[src/logic/srrs_regs.svh]
// timing counts and reset values for the reset release sequencer
`ifndef SRRS_REGS_SVH
`define SRRS_REGS_SVH
`define SRRS_POR_EXT_CYC   7'h40
`define SRRS_WDSW_REL_CYC  7'h03
`define SRRS_CLKGEN_CYC    7'h20
`define SRRS_PERIP_CYC     7'h20
`define SRRS_CORE_CYC      7'h20
`define SRRS_CNT_RST       7'h00
`endif

[src/logic/srrs_pkg.sv]
// types for the reset release sequencer
package srrs_pkg;
    typedef enum logic [2:0] {
        ST_COMBINED = 3'b000,
        ST_CLKGEN   = 3'b001,
        ST_PERIP    = 3'b010,
        ST_CORE     = 3'b011,
        ST_RUN      = 3'b100
    } srrs_state_type;

    typedef struct packed {
        logic clock_generator_reset;
        logic peripheral_reset;
        logic core_reset;
        logic watchdog_sw_reset;
    } srrs_resets_type;
endpackage

[src/logic/srrs_sequencer.sv]
// staged reset release sequencer: combines sources, releases in order
// Behaviour
// RULE_01: extended power-on reset held 64 oscillator cycles
// RULE_02: combined reset is OR of four sources
// RULE_03: combined reset holds all except extender
// RULE_04: stages start only after combined reset releases
// RULE_05: watchdog/software logic released after three cycles
// RULE_06: clock generator reset released after 32 cycles
// RULE_07: peripheral reset held 32 further cycles
// RULE_08: core reset held 32 further cycles
// RULE_09: core release marks sequence complete
// RULE_10: clock generator reset stretched up to 96 cycles; code holds it 97 cycles after power-on
// RULE_11: clock generator reset released on falling edge; code releases it on the rising edge of i_sys_clk
// RULE_12: peripheral and core released on falling edge; code releases them on the rising edge of i_sys_clk
// RULE_13: no interrupt requests raised
// RULE_14: timer/modulator clocks may run at three times
// RULE_15: software write and watchdog events cause reset
// RULE_16: test access port reset only by power-on
// RULE_17: any reassertion restarts the whole sequence
// RULE_18: external reset pin synchronised before use
`timescale 1ns/1ns
`include "srrs_regs.svh"
module srrs_sequencer
    import srrs_pkg::*;
(
    input  wire logic      i_sys_clk,
    input  wire logic      i_rst,
    input  wire logic      i_ext_reset_pin,
    input  wire logic      i_sw_reset_write,
    input  wire logic      i_wd_timeout,
    input  wire logic      i_wd_loss_of_ref,
    output srrs_resets_type o_resets,
    output logic           o_test_port_reset,
    output logic           o_startup_done
);
    // single clock: oscillator and system rate coincide here, so the
    // falling-edge release is modelled as a registered, glitch-free edge
    logic [1:0]     ext_sync_ff;
    logic           por_ext_ff;
    logic [6:0]     por_cnt_ff;
    logic           wd_sw_ff;
    logic           combined;
    logic [6:0]     stage_cnt_ff;
    srrs_state_type state_ff;
    srrs_state_type nxt_state;
    // one flop per staged reset so each release edge is independent
    logic           wd_rst_ff;
    logic           cg_rst_ff;
    logic           pr_rst_ff;
    logic           co_rst_ff;
    logic           tap_rst_ff;
    logic           done_ff;

    function automatic logic cnt_hit(input logic [6:0] c,
                                     input logic [6:0] lim);
        cnt_hit = (c == lim - 7'h01);
    endfunction

    // two flops before the asynchronous pin is read
    always_ff @(posedge i_sys_clk)
    begin
        if (i_rst)
            ext_sync_ff <= 2'h3;
        else
            ext_sync_ff <= {ext_sync_ff[0], i_ext_reset_pin}; // see RULE_18
    end

    // power-on extender is only reset by power-on itself
    always_ff @(posedge i_sys_clk)
    begin
        if (i_rst)
        begin
            por_ext_ff <= 1'b1;
            por_cnt_ff <= `SRRS_CNT_RST;
        end
        else if (por_ext_ff)
        begin
            por_cnt_ff <= por_cnt_ff + 7'h01;
            if (cnt_hit(por_cnt_ff, `SRRS_POR_EXT_CYC))
                por_ext_ff <= 1'b0; // see RULE_01
        end
    end

    // software and watchdog events latch a reset until the stage clears
    always_ff @(posedge i_sys_clk)
    begin
        if (i_rst)
            wd_sw_ff <= 1'b0;
        else if (i_sw_reset_write || i_wd_timeout || i_wd_loss_of_ref)
            wd_sw_ff <= 1'b1; // see RULE_15
        else if (!wd_rst_ff)
            wd_sw_ff <= 1'b0;
        else if (wd_rst_ff && state_ff == ST_CLKGEN)
            wd_sw_ff <= 1'b0; // source logic held in reset: event consumed
    end

    assign combined = por_ext_ff | ext_sync_ff[1] | wd_sw_ff; // see RULE_02

    always_comb
    begin
        nxt_state = state_ff;
        case (state_ff)
            ST_COMBINED:
            begin
                nxt_state = ST_CLKGEN; // see RULE_04
            end
            ST_CLKGEN:
            begin
                if (cnt_hit(stage_cnt_ff, `SRRS_CLKGEN_CYC))
                    nxt_state = ST_PERIP; // see RULE_06
            end
            ST_PERIP:
            begin
                if (cnt_hit(stage_cnt_ff, `SRRS_PERIP_CYC))
                    nxt_state = ST_CORE; // see RULE_07
            end
            ST_CORE:
            begin
                if (cnt_hit(stage_cnt_ff, `SRRS_CORE_CYC))
                    nxt_state = ST_RUN; // see RULE_08
            end
            ST_RUN:
            begin
                nxt_state = ST_RUN;
            end
            default:
            begin
                nxt_state = ST_COMBINED;
            end
        endcase
        // any live source overrides the stage walk at once
        if (combined)
            nxt_state = ST_COMBINED; // see RULE_03 RULE_17
    end

    always_ff @(posedge i_sys_clk)
    begin
        if (i_rst)
            state_ff <= ST_COMBINED;
        else
            state_ff <= nxt_state;
    end

    // counter restarts at each stage change or on reassertion
    always_ff @(posedge i_sys_clk)
    begin
        if (i_rst || combined || nxt_state != state_ff)
            stage_cnt_ff <= `SRRS_CNT_RST; // see RULE_17
        else
            stage_cnt_ff <= stage_cnt_ff + 7'h01;
    end

    // watchdog/software logic leaves reset first, so it can catch
    // a fresh event while the later stages are still held
    always_ff @(posedge i_sys_clk)
    begin
        if (i_rst || combined)
            wd_rst_ff <= 1'b1; // see RULE_03
        else if (state_ff == ST_CLKGEN &&
                 cnt_hit(stage_cnt_ff, `SRRS_WDSW_REL_CYC))
            wd_rst_ff <= 1'b0; // see RULE_05
    end

    // total stretch after power-on is 64 + 1 (ST_COMBINED) + 32, i.e. 97 cycles
    // registered release gives one skew-free edge per reset
    always_ff @(posedge i_sys_clk)
    begin
        if (i_rst || combined)
            cg_rst_ff <= 1'b1; // see RULE_10
        else
            cg_rst_ff <= (nxt_state == ST_CLKGEN) ||
                         (nxt_state == ST_COMBINED); // see RULE_11
    end

    // peripherals stay clocked but held while clocks settle
    always_ff @(posedge i_sys_clk)
    begin
        if (i_rst || combined)
            pr_rst_ff <= 1'b1; // see RULE_03
        else
            pr_rst_ff <= (nxt_state != ST_CORE) &&
                         (nxt_state != ST_RUN); // see RULE_12
    end

    // core last: peripherals get their start-up window first
    always_ff @(posedge i_sys_clk)
    begin
        if (i_rst || combined)
            co_rst_ff <= 1'b1; // see RULE_03
        else
            co_rst_ff <= (nxt_state != ST_RUN); // see RULE_12
    end

    // test port ignores pin, watchdog and software sources
    always_ff @(posedge i_sys_clk)
    begin
        if (i_rst)
            tap_rst_ff <= 1'b1;
        else
            tap_rst_ff <= por_ext_ff; // see RULE_16
    end

    always_ff @(posedge i_sys_clk)
    begin
        if (i_rst)
            done_ff <= 1'b0;
        else
            done_ff <= (nxt_state == ST_RUN) && !combined; // see RULE_09
    end

    // no interrupt output exists on this block, see RULE_13
    // divided peripheral clocks lie outside; one rate only, see RULE_14
    assign o_resets          = {cg_rst_ff, pr_rst_ff, co_rst_ff, wd_rst_ff};
    assign o_test_port_reset = tap_rst_ff;
    assign o_startup_done    = done_ff;
endmodule

[config.mk]
export PLATFORM = sky130hd
export DESIGN_NAME = srrs_sequencer
export DESIGN_NICKNAME = d
export VERILOG_FILES = /design/src/logic/srrs_pkg.sv /design/src/logic/srrs_sequencer.sv
export VERILOG_INCLUDE_DIRS = /design/src /design/src/logic
export SDC_FILE = /design/constraint.sdc
export NUM_CORES = 1
export LEC_CHECK = 0
export ABC_AREA = 1
export BUFFER_PORTS_ARGS = -buffer_cell sky130_fd_sc_hd__buf_2
export CAP_MARGIN = 15
export CORE_MARGIN = 2
export CORE_UTILIZATION = 50
export DETAILED_ROUTE_END_ITERATION = 8
export PLACE_DENSITY = 0.76
export SLEW_MARGIN = 20
export SYNTH_ARGS = -nofsm -noshare
export SYNTH_HDL_FRONTEND = slang
export SYNTH_SLANG_ARGS = --single-unit
[constraint.sdc]
create_clock -name i_sys_clk -period 1.6 [get_ports i_sys_clk]
set_input_delay 0.32 -clock i_sys_clk [delete_from_list [all_inputs] [get_ports i_sys_clk]]
set_output_delay 0.32 -clock i_sys_clk [all_outputs]
set_load 0.05 [all_outputs]
Yosys cells after proc, flatten, opt, wreduce, memory -nomap -nowiden
Cells that the tools add are included.
{"block": "word_totals", "register_bits": 27, "inputBits": 6, "out_inout_bits": 6, "elab_cells": 51}
{"block": "op_classes", "add_sub_neg": 2, "n_eq_ne": 13, "n_mux": 10, "bitwise": 2, "n_reduce_logical": 12}
{"operator": "3-bit one-hot mux with 5 select lines", "count": 1}
{"operator": "7-bit by 1-bit adder with 7-bit output, second input constant", "count": 2}
{"operator": "3-bit 2-to-1 mux", "count": 4}
{"operator": "7-bit by 2-bit == test with 1-bit output, second input constant", "count": 1}
{"operator": "7-bit by 5-bit == test with 1-bit output, second input constant", "count": 1}
{"operator": "7-bit by 6-bit == test with 1-bit output, second input constant", "count": 1}
{"operator": "3-bit by 1-bit == test with 1-bit output, second input constant", "count": 2}
{"operator": "3-bit by 2-bit == test with 1-bit output, second input constant", "count": 2}
{"operator": "3-bit == test, second input constant", "count": 2}
{"operator": "3-bit zero test", "count": 2}
{"operator": "1-bit logical OR", "count": 5}
{"operator": "1-bit 2-to-1 mux", "count": 5}
{"operator": "1-bit logical AND", "count": 4}
{"operator": "3-bit by 1-bit != test with 1-bit output, second input constant", "count": 1}
{"operator": "3-bit by 2-bit != test with 1-bit output, second input constant", "count": 1}
{"operator": "3-bit != test", "count": 1}
{"operator": "3-bit != test, second input constant", "count": 1}
{"operator": "1-bit bitwise OR", "count": 2}
{"operator": "1-bit zero test", "count": 1}

Longest topological paths before layout
Gate-level depths: netlist of run 1.
{"block": "logic_depth", "depth_word": 6, "depth_mapped": 9, "ltp_nobuf": 9}

Worst setup path before layout of run 1
Ideal clock, no wire load.
{"block": "synth_path", "kind": "reg2reg", "startpoint": "register stage_cnt_ff[0]", "endpoint": "register stage_cnt_ff[2]", "arrival_ns": 1.132, "required_time_ns": 1.484, "setup_slack_ns": 0.352, "stages_incl_launch_ff": 9, "n_path_buf": 0, "path_cell_list": "dfxtp_1 ha_1 nand2_2 nor2_4 nand2_1 nand3_1 nand3_2 nand2_4 nor2_1"}
{"block": "synth_between", "elab_chain_len": 6}
{"item": "start: declaration", "line": "srrs_sequencer.sv:43", "source": "logic [6:0] stage_cnt_ff;"}
{"item": "start signal: assignment", "line": "srrs_sequencer.sv:148", "source": "stage_cnt_ff <= `SRRS_CNT_RST;"}
{"item": "start signal: assignment", "line": "srrs_sequencer.sv:150", "source": "stage_cnt_ff <= stage_cnt_ff + 7'h01;"}
{"item": "7-bit by 5-bit == test with 1-bit output", "line": "srrs_sequencer.sv:56", "source": "cnt_hit = (c == lim - 7'h01);"}
{"item": "3-bit 2-to-1 mux (on tied branches)", "line": "srrs_sequencer.sv:119, srrs_sequencer.sv:109, srrs_sequencer.sv:114"}
{"item": "3-bit one-hot mux with 5 select lines", "line": "srrs_sequencer.sv:102", "source": "case (state_ff)"}
{"item": "3-bit 2-to-1 mux", "line": "srrs_sequencer.sv:132", "source": "if (combined)"}
{"item": "3-bit != test", "line": "srrs_sequencer.sv:147", "source": "if (i_rst || combined || nxt_state != state_ff)"}
{"item": "1-bit logical OR", "line": "srrs_sequencer.sv:147"}
Parallel ways exist; a longest one is shown, timed or not.
A chain may end at the register's enable or synchronous reset.

Worst setup path after layout of run 1
Ends and elaborated chain as after synthesis.

==> reports/metrics.csv, run 1 <==
stage;metric;value;unit
run_status;status;finished clean;
global_route;vias in the first global route;852;
sta;Max transition margin;0.819;
global_route;grt total ovfl;0;
finish;Fillers;212;
logic_synthesis;Yosys top cell area share;0.478;
worst_setup_path;WP data required;1.83;ns
sta;final hold violations;0;
finish;final instance area;0.00121;mm²
placement;Post-Place Cell Area;0.00119;mm²
detailed_routing;vias per std cell;5.02;
worst_setup_path;worst r2r path cells;8;
worst_setup_path;Crit. End Element;register;
sta;Final setup viols;0;
detailed_routing;WL met1;780;µm
sta;RSZ-0062 raised after global routing;no;
die;Placeable Area;0.00217;mm²
sta;worst hold margin;0.176;ns
worst_setup_path;Critical Path AT;1.64;ns
finish;register area;541;µm²
clock_tree;post-CTS resize count;0;
logic_synthesis;adder-cell share of the synthesized area;0.0332;
sta;total negative slack;0;ns
logic_synthesis;main combinational cell family by area after synthesis;simple AND/OR/NAND/NOR gates;
logic_synthesis;Synth area leaders;dfxtp_1, nor2_1, inv_1;
clock_tree;root buffer cell;clkbuf_4;
logic_synthesis;#FFs+latches synth;27;
finish;share of cells above drive strength 1;0.178;
finish;non-filler cells, final;180;
logic_synthesis;Post-Syn Area;0.00113;mm²
die;DIE AREA;0.00266;mm²
worst_setup_path;Worst Setup Start Kind;register;
clock_tree;Clk Latency, worst-skew pair;0.32;ns
logic_synthesis;xor and xnor fraction of the mapped netlist area;0.0387;
finish;area growth from synthesis to layout;7.41;%
global_route;largest net degree at the start of global routing;16;
worst_setup_path;critical path class;register to register;
finish;multi-input logic area;489;µm²
detailed_routing;met2 wire length;1.06;mm
clock_tree;cts bufs inserted;3;
die;Initial Utilization;0.521;
flow_run;MaxCap Viol Count;0;
logic_synthesis;cell taking the most area after synthesis;dfxtp_1;
detailed_routing;drt drc;0;
worst_hold_path;HP Class;input port to register;
logic_synthesis;Post-Syn Nets;151;
placement;port buffer count;11;
finish;Final nets;162;
placement;gpl congestion;0.776;
detailed_routing;total number of vias;903;
detailed_routing;router iterations before antenna repair;4;
logic_synthesis;Cell variety after synth;21;
logic_synthesis;Avg Inst Size Synth;7.97;µm²
placement;Post-DP HPWL;1.56;mm
clock_tree;CTS Buffer Depth;2;
detailed_routing;Detailed Route Iter0 Violations;24;
global_route;global-route wire length before repair;3.34;mm
logic_synthesis;Synth Area in Simple Gates;0.301;
die;height of the die;51.6;µm
logic_synthesis;Cells after Synth;142;
worst_setup_path;crit-path max FO;7;
die;Rows;17;
logic_synthesis;sequential cell area fraction in the yosys report;0.478;
sta;Min Clock Period, post-route;1.41;ns
detailed_routing;metal3 WL;81;µm
clock_tree;hold bufs inserted after CTS;0;
logic_synthesis;multiplexer share of the synthesized area;0;
global_route;All-Layer GR Usage;0.168;
power;VDD IR max;0.000655;V
logic_synthesis;yosys warns;0;
placement;dpl cells;176;
clock_tree;clock-pin slew on the worst setup and hold paths;0.14;ns
logic_synthesis;Synth Area in Compound Gates;0.0597;
sta;FMAX;711;MHz
sta;slew at the pin closest to its max-slew limit;0.271;ns
detailed_routing;DRT Wirelength;1.92;mm
finish;# diodes;0;
power;Power per Cell Area;828;mW/mm²
sta;Pins Over Slew Limit;0;
detailed_routing;Top Layer Used;met3;
die;width of the chip;51.6;µm
clock_tree;# Post-CTS Setup Buffers;0;
detailed_routing;drt wl/cell;10.7;µm
clock_tree;Clock Sink Count;27;
clock_tree;H-Tree Depth;1;
clock_tree;CTS tree;built;
worst_hold_path;Worst Hold Path Cells;2;
detailed_routing;antenna viol nets, final;0;
sta;clock skew after layout;0.00605;ns
die;I/O pins;12;
power;P_leak;0.000471;µW
global_route;initial antenna violation count;0;
sta;final worst path period share;0.879;
worst max-delay path, cell delays in order (launching register included):
cell     delay, ns
dfxtp_1       0.40
ha_1          0.23
nand2_2       0.09
nor2_4        0.13
nand2_1       0.07
nand3_1       0.13
nand3_2       0.11
nand2_4       0.11
nor2_1        0.05
path summary, 6_finish.rpt:
| path | startpoint | endpoint | slack [ns] |
|---|---|---|---|
| worst max-delay path | stage_cnt_ff[0]$_SDFF_PP0_ | stage_cnt_ff[2]$_SDFF_PP0_ | 0.19 |
| worst min-delay path | i_ext_reset_pin | ext_sync_ff[0]$_SDFF_PP1_ | 0.18 |
| worst max register to register | stage_cnt_ff[0]$_SDFF_PP0_ | stage_cnt_ff[2]$_SDFF_PP0_ | 0.19 |
| worst min register to register | ext_sync_ff[0]$_SDFF_PP1_ | ext_sync_ff[1]$_SDFF_PP1_ | 0.43 |
logic make-up (layout without fill, tap and decap cells):
kind of cell,Yosys count,in the layout
compound gates,12,12
xor+xnor,5,5
fa+ha+maj,3,3
buf+inv,23,33
flops,27,27
simple gates,72,72
stage by stage:
stage / setup slack (ns) / total power (µW) / utilization
2_1_floorplan: 0.352 / 723 / -
3_3_place_gp: 0.282 / 732 / 0.547
3_5_place_dp: 0.216 / 734 / 0.547
4_1_cts: 0.195 / 1020 / 0.560
5_1_grt: 0.0598 / 1050 / 0.560
6_report: 0.194 / 1010 / 0.560
routing by layer:
metal | GRT usage | up-vias
met4 | 0.0395 | 0
met5 | 0 | -
met3 | 0.0517 | 0
met1 | 0.186 | 425
li1 | - | 462
met2 | 0.310 | 16
report_power, final:
group	switching [µW]	internal [µW]	total (µW)
sequential	6.02	683	689
clock	193	93.7	287
combinational	17.0	13.6	30.6
total	217	790	1010
cell type report:
cell class	instances	area share
sequential	27	0.445
clock inverter	1	0.00412
inverter	18	0.0556
multi-input combinational	92	0.403
timing repair buffer	11	0.0453
clock buffer	3	0.0185
tap	28	0.0288
cell usage in the layout (no fill, tap or decap), drive strengths merged, types with 2 or more instances in the layout:
cell type   n
xnor2       2
inv        18
a21oi       6
xor2        3
nand3      12
ha          3
dfxtp      27
clkbuf      3
nor2       25
nor3       10
nand2      22
or2         2
o21ai       6
buf        11
flip-flops by register name, summed over array words and instances (netlist names), 2 cells and up:
register	cells
state_ff	3
por_cnt_ff	7
stage_cnt_ff	7
ext_sync_ff	2
cells in the mapped netlist (all sizes together):
master   n
xnor2    2
nand2   22
o21ai    6
xor2     3
buf      4
or2      2
clkbuf   1
a21oi    6
nand4    1
nand3   12
nor2    25
inv     18
ha       3
dfxtp   27
nor3    10
Note: power is estimated with default switching activity, not from simulation.
==> run 2: changes to the inputs <==
Settings changed: GPL_TIMING_DRIVEN set to 0, SETUP_SLACK_MARGIN set to 0.02.
==> run 2 against run 1 <==
  * Sequential cell count unchanged
  * Global-route usage down 1.3 points
  * Register-to-register slack worse by 0.02 ns
  * Hold slack worse by 0.012 ns
  * Power up 1.1%
  * Maximum frequency down 1.7%
  * Worst setup slack worse by 0.025 ns
  * Clock-buffer cell count unchanged
  * Sequential share of layout area down 1.1 points
==> reports/metrics.csv, run 2 (synthesized netlist as in run 1, its figures left out) <==
stage;metric;value;unit;change
power;switching share of total power;0.222;;+0.00710
worst_setup_path;CP cell instances;ha_1, nand2_2, nor2_4, nand3_2, nand2_1, inv_1, nand3_2, nand2_4, nor2_1;;
worst_hold_path;HP Class;input port to register;;
sta;Max transition margin;0.747;;-0.0721
worst_setup_path;worst path buffer plus inverter count;1;;+1
finish;multi-input logic area;489;µm²;unchanged
global_route;initial antenna violation count;0;;unchanged
detailed_routing;antenna viol nets, final;0;;unchanged
power;NetSw;226;µW;+4.5%
sta;total negative slack;0;ns;unchanged
clock_tree;post-CTS resize count;0;;unchanged
power;power share of the combinational group;0.029;;about the same
global_route;All-Layer GR Usage;0.155;;-0.0130
detailed_routing;DRT Wirelength;1.82;mm;-5.5%
sta;clock skew after layout;0.00595;ns;-0.000105 ns
clock_tree;CTS Buffer Depth;2;;unchanged
power;Clock power frac;0.294;;+0.009
finish;commonest non-fill, non-tap cell in the layout;dfxtp_1;;
worst_setup_path;Crit. End Element;register;;
run_status;status;finished clean;;
finish;# diodes;0;;unchanged
die;height of the die;51.6;µm;unchanged
sta;Min Clock Period, post-route;1.43;ns;+0.0249 ns
sta;RSZ-0062 raised after global routing;no;;
clock_tree;root buffer cell;clkbuf_4;;
sta;slew at the pin closest to its max-slew limit;0.380;ns;+0.109 ns
sta;final hold violations;0;;unchanged
worst_setup_path;crit path max-delay cell type;dfxtp_1;;
global_route;largest net degree at the start of global routing;17;;+1
detailed_routing;router iterations before antenna repair;4;;unchanged
detailed_routing;drt drc;0;;unchanged
die;Placeable Area;0.00217;mm²;unchanged
clock_tree;Clk Latency, worst-skew pair;0.33;ns;about the same
die;Rows;17;;unchanged
global_route;global-route wire length before repair;3.13;mm;-6.2%
worst_setup_path;critical path class;register to register;;
power;VDD IR max;0.000667;V;+1.7%
sta;FMAX;699;MHz;-1.7%
placement;gpl congestion;0.806;;+3.9%
placement;worst slack, placed;0.184;ns;-0.0321 ns
die;I/O pins;12;;unchanged
placement;Post-DP HPWL;1.43;mm;-8.6%
clock_tree;clock-pin slew on the worst setup and hold paths;0.15;ns;about the same
clock_tree;H-Tree Depth;1;;unchanged
clock_tree;CTS tree;built;;
detailed_routing;vias per std cell;4.78;;-4.8%
flow_run;MaxCap Viol Count;0;;unchanged
finish;most frequent cells in the layout;dfxtp_1, nor2_1, inv_1, nand2_1;;
sta;Pins Over Slew Limit;0;;unchanged
worst_setup_path;CP top delay family;simple AND/OR/NAND/NOR gates;;
detailed_routing;drt wl/cell;9.88;µm;-7.5%
finish;area growth from synthesis to layout;10.2;%;
detailed_routing;Detailed Route Iter0 Violations;8;;-67%
placement;port buffer count;10;;-1
power;internal power;792;µW;+0.23%
detailed_routing;total number of vias;879;;-2.7%
clock_tree;hold bufs inserted after CTS;0;;unchanged
worst_setup_path;CP most frequent cell;nand3_2;;
sta;Setup WS post-layout;0.169;ns;-0.0249 ns
clock_tree;cts bufs inserted;3;;unchanged
worst_setup_path;WP data required;1.87;ns;+0.04 ns
worst_setup_path;crit-path max FO;7;;unchanged
power;post-layout total power;1020;µW;+1.1%
worst_setup_path;Worst Setup Start Kind;register;;
sta;final worst path period share;0.894;;+0.0156
global_route;grt total ovfl;0;;unchanged
power;P_leak;0.000481;µW;+2.1%
die;Initial Utilization;0.521;;unchanged
clock_tree;Clock Sink Count;27;;unchanged
die;width of the chip;51.6;µm;unchanged
finish;share of cells above drive strength 1;0.192;;+0.0147
finish;Fillers;211;;-0.47%
finish;Final nets;166;;+2.5%
finish;biggest regs;por_cnt_ff: 7 flops, stage_cnt_ff: 7 flops, state_ff: 3 flops;;
clock_tree;# Post-CTS Setup Buffers;0;;unchanged
worst_setup_path;Critical Path AT;1.70;ns;+0.06 ns
power;Seq pwr share;0.677;;-0.007
worst_setup_path;CP max stage delay;0.40;ns;about the same
global_route;vias in the first global route;792;;-7.0%
finish;register area;541;µm²;unchanged
die;DIE AREA;0.00266;mm²;unchanged
sta;Final setup viols;0;;unchanged
finish;Final Util;0.574;;+0.0144
power;Power per Cell Area;817;mW/mm²;-1.4%
-- run 2: worst paths after layout --
kind	startpoint	endpoint	slack (ns)	cells after the start
max	stage_cnt_ff[0]$_SDFF_PP0_	stage_cnt_ff[6]$_SDFF_PP0_	0.17	9
min	i_ext_reset_pin	ext_sync_ff[0]$_SDFF_PP1_	0.16	2
max reg2reg	stage_cnt_ff[0]$_SDFF_PP0_	stage_cnt_ff[6]$_SDFF_PP0_	0.17	9
min reg2reg	ext_sync_ff[0]$_SDFF_PP1_	ext_sync_ff[1]$_SDFF_PP1_	0.44	1
-- run 2: worst reg2reg max path: stages, from the launching register on --
cell and delay [ns]:
dfxtp_1 0.40, ha_1 0.24, nand2_2 0.09, nor2_4 0.13
nand3_2 0.08, nand2_1 0.11, inv_1 0.07, nand3_2 0.08
nand2_4 0.08, nor2_1 0.09
-- run 2: routing by layer --
| layer | wire length (µm) | GRT usage | up-vias | share of wire |
|---|---|---|---|---|
| li1 | - | - | 470 | - |
| met1 | 865 | 0.189 | 400 | 0.48 |
| met2 | 889 | 0.261 | 7 | 0.49 |
| met3 | 39 | 0.0345 | 2 | 0.021 |
| met4 | 23 | 0.0658 | 0 | 0.013 |
| met5 | 0 | 0 | - | 0 |
-- run 2: stage by stage --
step | instances | hold slack, ns | area, µm²
after floorplan | 142 | 0.389 | 1130
after global placement | 180 | 0.398 | 1220
after detailed placement | 180 | 0.402 | 1220
after CTS | 184 | 0.147 | 1250
after global routing | 184 | 0.144 | 1250
final | 184 | 0.163 | 1250
-- run 2: layout make-up --
class                   instances  share of cell area
well taps                      28              0.0281
clock inverters                 1             0.00602
flip-flops and latches         27               0.434
multi-input cells              92               0.393
inverters                      18              0.0542
clock buffers                   3              0.0181
repair buffers                 10              0.0402
plain buffers                   5              0.0271
-- run 2: power by group through the flow --
stage | clock (µW) | sequential, µW | combinational, µW
2_1_floorplan | 0 | 702 | 20.7
3_3_place_gp | 0 | 703 | 28.5
3_5_place_dp | 0 | 704 | 30.3
4_1_cts | 312 | 689 | 30.3
5_1_grt | 342 | 691 | 36.6
6_report | 300 | 689 | 29.7
